### config.mk
export PLATFORM = sky130hd
export DESIGN_NAME = dual_mode_pins
export DESIGN_NICKNAME = d
export VERILOG_FILES = /design/src/logic/pin_mux_pkg.sv /design/src/logic/strap_bus_if.sv /design/src/logic/dual_mode_pins.sv /design/src/logic/level_sync.sv /design/src/logic/frame_offset_delay.sv
export SDC_FILE = /design/constraint.sdc
export NUM_CORES = 1
export LEC_CHECK = 0
export BUFFER_PORTS_ARGS = -buffer_cell sky130_fd_sc_hd__buf_2
export CORE_MARGIN = 5
export CORE_UTILIZATION = 52
export CTS_CLUSTER_SIZE = 16
export DETAILED_ROUTE_END_ITERATION = 8
export PLACE_DENSITY_LB_ADDON = 0.1
export SYNTH_ARGS = -nofsm -noshare
export SYNTH_HDL_FRONTEND = slang
export SYNTH_SLANG_ARGS = --single-unit
### constraint.sdc
create_clock -name clk -period 2.4 [get_ports clk]
set_clock_uncertainty 0.1 [all_clocks]
set_input_delay 0.12 -clock clk [delete_from_list [all_inputs] [get_ports clk]]
set_output_delay 0.12 -clock clk [all_outputs]
set_load 0.05 [all_outputs]
### src/logic/pin_mux_pkg.sv
// Constants and types shared by the dual-mode pin block
// Overview of operation
// [RQ1] Host mode: 8 kHz pulse on common sync marks rx and tx frame start.
// [RQ2] Rx and tx frame starts each delayed 0 to 7 bit clocks by offset register.
// [RQ3] Strap mode: common sync is channel 0 sync, one cycle, starts after fall.
// [RQ4] Strap mode: line pins 4 and 5 are channel 1 and 2 syncs, same timing.
// [RQ5] Host mode: each line pin direction follows its direction register bit.
// [RQ6] Setup register picks static pins or dynamic pins synced to chip selects.
// [RQ7] Strap mode: channel 2 gain strap high gives -0.8 dB, low -4.3 dB.
// [RQ8] Strap mode: channel 2 power-down strap high powers channel down like setup bit2.
// [RQ9] Strap mode: line pin 2 is channel 3 gain strap, same settings.
// [RQ10] Strap mode: line pin 3 is channel 3 power-down strap, same decode.
// [RQ11] Two mode pins select strap, host or reset; mode sets every pin function.
// [RQ12] Master clock doubles as the PCM bit clock for all frame timing.
// [RQ13] Strap levels are synchronised to the master clock before decoding.
package pin_mux_pkg;
  localparam int NUM_LINE_PINS  = 6;
  localparam int NUM_CHANNELS   = 4;
  localparam int OFFSET_WIDTH   = 3;
  localparam int SYNC_STAGES    = 2;
  localparam int SETUP_WIDTH    = 8;
  localparam int SETUP_DYN_BIT  = 0;
  localparam int SETUP_OFF2_BIT = 2;
  localparam int SETUP_OFF3_BIT = 3;
  localparam int PIN_GAIN_CH2   = 0;
  localparam int PIN_PD_CH2     = 1;
  localparam int PIN_GAIN_CH3   = 2;
  localparam int PIN_PD_CH3     = 3;
  localparam int PIN_SYNC_CH1   = 4;
  localparam int PIN_SYNC_CH2   = 5;
  // Chip-select repetition 31.25 us at 8 ns clock
  localparam int CS_PERIOD_NS   = 31250;
  localparam int CLK_PERIOD_NS  = 8;
  localparam int CS_PERIOD_CYC  = CS_PERIOD_NS / CLK_PERIOD_NS;
  localparam int CS_CNT_WIDTH   = 12;
  localparam logic [1:0] MODE_SEL_STRAP = 2'h1;
  localparam logic [1:0] MODE_SEL_HOST  = 2'h2;
  localparam logic [1:0] MODE_SEL_RESET = 2'h0;
  localparam logic [NUM_LINE_PINS-1:0] DIR_RESET   = 6'h00;
  localparam logic [SETUP_WIDTH-1:0]   SETUP_RESET = 8'h00;
  typedef enum logic [1:0] {MODE_RESET, MODE_STRAP, MODE_HOST} mode_type;
  // Gain code: 1 selects -0.8 dB, 0 selects -4.3 dB
  typedef enum logic {GAIN_M4P3_DB, GAIN_M0P8_DB} gain_type;
endpackage : pin_mux_pkg

### src/logic/strap_bus_if.sv
// Carrier for synchronised pin levels between the pin modules
`timescale 1ns/100ps
interface strap_bus_if #(parameter int WIDTH = 8);
  logic [WIDTH-1:0] raw;
  logic [WIDTH-1:0] synced;
  modport source (output raw, input synced);
  modport sync   (input raw, output synced);
endinterface : strap_bus_if

### src/logic/dual_mode_pins.sv
// Dual-function pin decoder: host-mode sync and line pins, strap-mode straps
`timescale 1ns/100ps
module dual_mode_pins #(
  parameter int LINES = pin_mux_pkg::NUM_LINE_PINS
) (
  input  wire logic                                   clk,
  input  wire logic                                   nrst,
  input  wire logic [1:0]                             mode_select_pin,
  input  wire logic                                   common_frame_start,
  input  wire logic [LINES-1:0]                       line_ctl_pin_in,
  output logic      [LINES-1:0]                       line_ctl_pin_out,
  output logic      [LINES-1:0]                       line_ctl_pin_oe,
  input  wire logic [LINES-1:0]                       pin_direction,
  input  wire logic [pin_mux_pkg::SETUP_WIDTH-1:0]    setup_register,
  input  wire logic [2*pin_mux_pkg::OFFSET_WIDTH-1:0] frame_offset_register,
  input  wire logic [LINES-1:0]                       line_out_value,
  output logic      [LINES-1:0]                       line_in_value,
  output logic      [pin_mux_pkg::NUM_CHANNELS-1:0]   line_select_out_n,
  output logic                                        rx_frame_start,
  output logic                                        tx_frame_start,
  output logic      [2:0]                             strap_frame_start,
  output logic      [1:0]                             rx_gain_high,
  output logic      [1:0]                             powerdown,
  output logic      [1:0]                             mode
);
  localparam int SW = LINES + 3;
  localparam int OW = pin_mux_pkg::OFFSET_WIDTH;
  localparam int CW = pin_mux_pkg::CS_CNT_WIDTH;
  localparam logic [CW-1:0] CS_LAST = CW'(pin_mux_pkg::CS_PERIOD_CYC - 1);
  localparam logic [CW-1:0] CS_SLOT = CW'(pin_mux_pkg::CS_PERIOD_CYC / 4);

  typedef struct packed {
    pin_mux_pkg::mode_type mode;
    logic [2:0]            sync_prev;
    logic [2:0]            strap_start;
    logic [1:0]            gain;
    logic [1:0]            pd;
    logic [CW-1:0]         cs_cnt;
    logic [LINES-1:0]      in_val;
    logic [LINES-1:0]      out_val;
    logic [3:0]            sel_n;
    logic                  host_start;
  } state_type;
  state_type state_q;
  state_type state_d;

  logic                  rx_delayed;
  logic                  tx_delayed;
  logic                  dynamic;
  logic [SW-1:0]         synced;
  logic [LINES-1:0]      pins_s;
  logic                  sync_s;
  logic [1:0]            mode_s;
  logic [2:0]            sync_now;

  strap_bus_if #(.WIDTH(SW)) strap_bus ();
  assign strap_bus.raw = {mode_select_pin, common_frame_start, line_ctl_pin_in};

  // Straps and pins settle through two flops before anything decodes them
  level_sync u_sync (
    .clk  (clk),
    .nrst (nrst),
    .bus  (strap_bus)  // [RQ13]
  );
  assign synced = strap_bus.synced;
  assign pins_s = synced[LINES-1:0];
  assign sync_s = synced[LINES];
  assign mode_s = synced[LINES+2:LINES+1];
  assign dynamic = setup_register[pin_mux_pkg::SETUP_DYN_BIT];
  assign sync_now = {pins_s[pin_mux_pkg::PIN_SYNC_CH2],
                     pins_s[pin_mux_pkg::PIN_SYNC_CH1], sync_s};

  always_comb begin
    state_d = state_q;
    unique case (mode_s)  // [RQ11]
      pin_mux_pkg::MODE_SEL_STRAP: state_d.mode = pin_mux_pkg::MODE_STRAP;
      pin_mux_pkg::MODE_SEL_HOST:  state_d.mode = pin_mux_pkg::MODE_HOST;
      default:                     state_d.mode = pin_mux_pkg::MODE_RESET;
    endcase
    state_d.sync_prev   = sync_now;
    state_d.strap_start = '0;
    state_d.host_start  = 1'b0;
    state_d.gain        = '0;
    state_d.pd          = '0;
    state_d.sel_n       = 4'hf;
    unique case (state_q.mode)
      pin_mux_pkg::MODE_STRAP: begin
        // Falling edge of a one-cycle pulse; transfer follows in next slot
        state_d.strap_start = state_q.sync_prev & ~sync_now;  // [RQ3] [RQ4]
        state_d.gain[0] = pins_s[pin_mux_pkg::PIN_GAIN_CH2];  // [RQ7]
        state_d.pd[0]   = pins_s[pin_mux_pkg::PIN_PD_CH2];    // [RQ8]
        state_d.gain[1] = pins_s[pin_mux_pkg::PIN_GAIN_CH3];  // [RQ9]
        state_d.pd[1]   = pins_s[pin_mux_pkg::PIN_PD_CH3];    // [RQ10]
        state_d.cs_cnt  = '0;
      end
      pin_mux_pkg::MODE_HOST: begin
        // Rising edge works for both pulse and square wave syncs
        state_d.host_start = sync_s & ~state_q.sync_prev[0];  // [RQ1]
        state_d.pd[0] = setup_register[pin_mux_pkg::SETUP_OFF2_BIT];
        state_d.pd[1] = setup_register[pin_mux_pkg::SETUP_OFF3_BIT];
        state_d.cs_cnt = (state_q.cs_cnt == CS_LAST) ? '0 : state_q.cs_cnt + 1'b1;
        if (dynamic) begin  // [RQ6]
          // Four selects share the period; pins move only while one is low
          for (int i = 0; i < 4; i++) begin
            state_d.sel_n[i] = !(state_q.cs_cnt == CW'(i) * CS_SLOT);
          end
          if (state_q.sel_n != 4'hf) begin
            state_d.in_val  = pins_s;
          end
          if (state_d.sel_n != 4'hf) begin
            state_d.out_val = line_out_value;
          end
        end else begin
          state_d.in_val  = pins_s;
          state_d.out_val = line_out_value;
        end
      end
      default: begin
        state_d.cs_cnt  = '0;
        state_d.in_val  = '0;
        state_d.out_val = '0;
      end
    endcase
  end

  always_ff @(posedge clk or negedge nrst) begin
    if (!nrst) begin
      state_q <= '{mode: pin_mux_pkg::MODE_RESET, sel_n: 4'hf, default: '0};
    end else begin
      state_q <= state_d;
    end
  end

  // Master clock is the bit clock, so offsets count clk cycles
  frame_offset_delay #(.WIDTH(OW)) u_rx_delay (
    .clk       (clk),
    .nrst      (nrst),
    .start_in  (state_q.host_start),
    .offset    (frame_offset_register[OW-1:0]),
    .start_out (rx_delayed)  // [RQ12]
  );
  frame_offset_delay #(.WIDTH(OW)) u_tx_delay (
    .clk       (clk),
    .nrst      (nrst),
    .start_in  (state_q.host_start),
    .offset    (frame_offset_register[2*OW-1:OW]),
    .start_out (tx_delayed)  // [RQ2]
  );

  assign rx_frame_start    = rx_delayed;
  assign tx_frame_start    = tx_delayed;
  assign strap_frame_start = state_q.strap_start;
  assign rx_gain_high      = state_q.gain;
  assign powerdown         = state_q.pd;
  assign mode              = state_q.mode;
  assign line_in_value     = state_q.in_val;
  assign line_select_out_n = state_q.sel_n;
  assign line_ctl_pin_out  = state_q.out_val;
  // Pins drive only in host mode; straps are always inputs
  assign line_ctl_pin_oe   = (state_q.mode == pin_mux_pkg::MODE_HOST) ?
                             pin_direction : '0;  // [RQ5]
endmodule : dual_mode_pins

### src/logic/level_sync.sv
// Two-stage synchroniser for strap and pin levels
`timescale 1ns/100ps
module level_sync (
  input  wire logic clk,
  input  wire logic nrst,
  strap_bus_if.sync bus
);
  typedef struct packed {
    logic [$bits(bus.raw)-1:0] first;
    logic [$bits(bus.raw)-1:0] second;
  } state_type;
  state_type state_q;
  state_type state_d;

  always_comb begin
    state_d        = state_q;
    state_d.first  = bus.raw;
    state_d.second = state_q.first;  // [RQ13]
  end

  always_ff @(posedge clk or negedge nrst) begin
    if (!nrst) begin
      state_q <= '0;
    end else begin
      state_q <= state_d;
    end
  end

  assign bus.synced = state_q.second;
endmodule : level_sync

### src/logic/frame_offset_delay.sv
// Per-direction programmable frame-start delay of 0 to 7 bit clocks
`timescale 1ns/100ps
module frame_offset_delay #(
  parameter int WIDTH = 3
) (
  input  wire logic             clk,
  input  wire logic             nrst,
  input  wire logic             start_in,
  input  wire logic [WIDTH-1:0] offset,
  output logic                  start_out
);
  typedef struct packed {
    logic [(1<<WIDTH)-1:0] taps;
    logic                  start;
  } state_type;
  state_type state_q;
  state_type state_d;

  always_comb begin
    state_d       = state_q;
    state_d.taps  = {state_q.taps[(1<<WIDTH)-2:0], start_in};
    state_d.start = state_d.taps[offset];  // [RQ2]
  end

  always_ff @(posedge clk or negedge nrst) begin
    if (!nrst) begin
      state_q <= '0;
    end else begin
      state_q <= state_d;
    end
  end

  assign start_out = state_q.start;
endmodule : frame_offset_delay

==> summary.txt <==
Status -> finished clean
Io pins -> 70
Worst vdd ir -> 0.467 mV
Element type at the critical path start -> register
Cell Pwr Density -> 686 nW/um2
Worst endpoint data arrival time -> 2390 ps
Num CTS Buffers -> 9
Min-Delay Startpoint -> frame_offset_register[1]
Tightest Pin Transition -> 738 ps
Post-Syn Nets -> 265
Dpl hpwl -> 3.51 mm
H-Tree Depth -> 3
Worst hold path cell count -> 3
Share of cells above drive strength 1 -> 34.0%
Crit-path max FO -> 6
Die height -> 83.2 um
IO buf count -> 64
Buf+Inv Stages, Crit Path -> 1
Largest net degree at the start of global routing -> 37
CP required -> 2530 ps
Highest clock rate -> 443 MHz
Worst Setup Path Type -> register to register
Synthesized area per cell -> 12.5 um2
Critical-path top delay cell -> or4b_4
Slew headroom -> 50.8%
Pre-Repair DR Iteration Count -> 4
DRC -> 0
GPL Wtd Cong -> 0.781
Gr usage total -> 16.6%
Sequential share of the synthesized area -> 61.3%
Sink of the worst hold path -> u_rx_delay.start_out$_DFF_PN0_
Setup repair bufs after CTS -> 0
Reg clk slew, reported paths -> 70 ps
Synth-to-layout area growth -> 24.4%
Final period utilization -> 94.2%
Clk sinks -> 68
Setup TNS Final -> 0 ps
Mean routed wirelength per cell -> 13.9 um
Critical-path cell list -> inv_1 > ha_1 > or4b_4 > nor4_4 > nor2_1 > a41o_1 > a22o_1
Core ar. -> 5140 um2
Commonest non-fill, non-tap cells in the layout -> buf_2 (64), dfrtp_1 (64), nand2_1 (21), dlygate4sd3_1 (21), nor2_1 (19)
Min cycle time layout -> 2260 ps
Routed WL -> 5.15 mm
Final setup violation count -> 0
Final Max Slew Viols -> 0
Total grt overflow -> 0
Initial detailed-routing violation count -> 54
FF+latch count, synth -> 68
Root Driver -> clkbuf_8
Starting density of the core -> 54.1%
DIE WIDTH -> 83.2 um
Number of diodes -> 0
Vias after detailed routing -> 1807
Area of the mapped netlist -> 2780 um2
Max cap viols -> 0
Reg-to-Reg Start -> state_q[18]$_DFF_PN0_
Skew-Pair Late Insertion Delay -> 340 ps
CP Capture Type -> register
CTS Buffer Depth -> 2
Fill cells -> 393
Yosys cell types -> 39
Via density -> 4.88
Reg-to-reg endpoint -> line_ctl_pin_out[4]$_DFFE_PN0P_
Pleak -> 1.67 nW
Synth top area cells -> dfrtp_1 (58%), buf_4 (6.7%), dfstp_2 (3.8%), mux4_2 (3.2%), nand2_1 (2.8%)
Die area -> 6910 um2
Vias in the first global route -> 1945
First-pass GRT wire length -> 9.09 mm
Delay-heaviest family, CP -> simple AND/OR/NAND/NOR gates
Largest stage delay on the critical path -> 490 ps
Leading area contributor after synthesis -> dfrtp_1
Register-to-Register Path Depth -> 7
Antenna violations before repair -> 0
FF-to-FF setup slack -> 140 ps
HP Class -> primary input to register
CTS tree -> built
Final Hold Viols -> 0
Row Count -> 26
Post-Synthesis Cells -> 223
Ys Warns -> 0
Final nets -> 337
Final hold slack -> 101 ps
Yosys top cell area share -> 57.6%
Final antenna-violating net count -> 0
==> registers in the layout, summed over array words and instances, names as in the netlist <==
| signal | flops |
|---|---|
| u_sync.state_d | 9 |
| u_sync.bus.synced | 9 |
| mode | 2 |
| line_select_out_n | 4 |
| u_rx_delay.start_out | 1 |
| u_tx_delay.state_d | 6 |
| u_rx_delay.state_d | 1 |
| strap_frame_start | 3 |
| powerdown | 2 |
| line_ctl_pin_out | 6 |
| line_in_value | 6 |
| u_tx_delay.start_out | 1 |
| rx_gain_high | 2 |
| state_q | 16 |
==> worst max-delay path by stage <==
stage	startpoint	end	depth (start not counted)
3_5_place_dp	state_q[18]$_DFF_PN0_	line_ctl_pin_out[4]$_DFFE_PN0P_	7
5_1_grt	state_q[18]$_DFF_PN0_	line_ctl_pin_out[4]$_DFFE_PN0P_	7
2_1_floorplan	state_q[17]$_DFF_PN0_	line_ctl_pin_out[0]$_DFFE_PN0P_	7
4_1_cts	state_q[18]$_DFF_PN0_	line_ctl_pin_out[4]$_DFFE_PN0P_	7
6_report	state_q[18]$_DFF_PN0_	line_ctl_pin_out[4]$_DFFE_PN0P_	7
3_3_place_gp	state_q[18]$_DFF_PN0_	line_ctl_pin_out[4]$_DFFE_PN0P_	7
==> metrics by stage <==
step	total power, W	cells	cell area [um2]	worst slack (ps)	util (%)
6_report	0.00237	370	3460	140	67.4
5_1_grt	0.00249	370	3460	-24.8	67.4
4_1_cts	0.00241	370	3450	61.6	67.2
3_5_place_dp	0.00145	333	3040	68.2	59.2
3_3_place_gp	0.00145	333	3040	140	59.2
2_1_floorplan	0.00137	223	2780	253	-
==> metal layers <==
metal  GRT usage, %  wire [um]  vias to the layer above
li1               -          -                      872
met1           20.8       2250                      867
met2           25.9       2470                       64
met3           7.33        377                        4
met4           5.35         48                        0
met5              0          0                        -
==> layout make-up <==
class	instances	area, um2	area share, %
well taps	70	87.6	2.53
repair buffers	92	596	17.2
multi-input cells	117	846	24.4
clock inverters	7	76.3	2.20
flip-flops and latches	68	1710	49.3
clock buffers	9	124	3.58
inverters	7	26.3	0.759
==> where the power goes <==
part	leakage [nW]	total (W)	switching, W	internal (W)
combinational	0.697	0.000247	0.000155	0.0000917
sequential	0.877	0.00120	0.0000178	0.00119
clock	0.0958	0.000925	0.000441	0.000484
total	1.67	0.00237	0.000614	0.00176
==> synthesized netlist by cell type <==
| library cell | n |
|---|---|
| nor2_1 | 19 |
| a41o_1 | 1 |
| nor2b_1 | 2 |
| nand4_1 | 3 |
| ha_1 | 5 |
| or3_1 | 1 |
| o21bai_1 | 1 |
| o21ai_0 | 8 |
| nor3_1 | 1 |
| a22oi_1 | 2 |
| xnor2_1 | 3 |
| a22o_1 | 6 |
| nand2_1 | 21 |
| dfstp_2 | 4 |
| and3b_1 | 2 |
| nor4_4 | 1 |
| nor3b_1 | 1 |
| nand3_1 | 5 |
| mux4_2 | 4 |
| a21oi_1 | 1 |
| or4b_4 | 2 |
| dfrtp_1 | 64 |
| buf_4 | 25 |
| nor4_2 | 1 |
| and4_1 | 1 |
| nand3b_1 | 1 |
| buf_2 | 2 |
| nand4b_1 | 1 |
| or2_1 | 1 |
| o41ai_1 | 1 |
| clkbuf_1 | 4 |
| mux2_2 | 2 |
| nor4_1 | 1 |
| nand2b_1 | 1 |
| inv_1 | 7 |
| a311oi_4 | 1 |
| xor2_1 | 6 |
| and2_1 | 10 |
| or4_1 | 1 |
==> worst reg2reg max path, delay by kind of cell (launching register included) <==
family,cells,cell delay [ps]
compound gates,2,530
fa+ha+maj,1,160
buf+inv,1,80
flops,1,390
simple gates,3,890
==> timing repair <==
action / in CTS / in global routing
resized for setup: 0 / 2
hold buffers: 21 / 0
setup endpoints to repair: 0 / 6
endpoints found under the hold margin: 49 / 0
==> kinds of logic after synthesis <==
kind of cell	after synthesis	share of synthesized area [%]
compound gates	21	5.94
fa+ha+maj	5	2.25
buf+inv	38	8.59
mux	6	4.05
xor+xnor	9	2.83
flops	68	61.3
simple gates	76	15.0
Power figures use the tool's default switching activity.
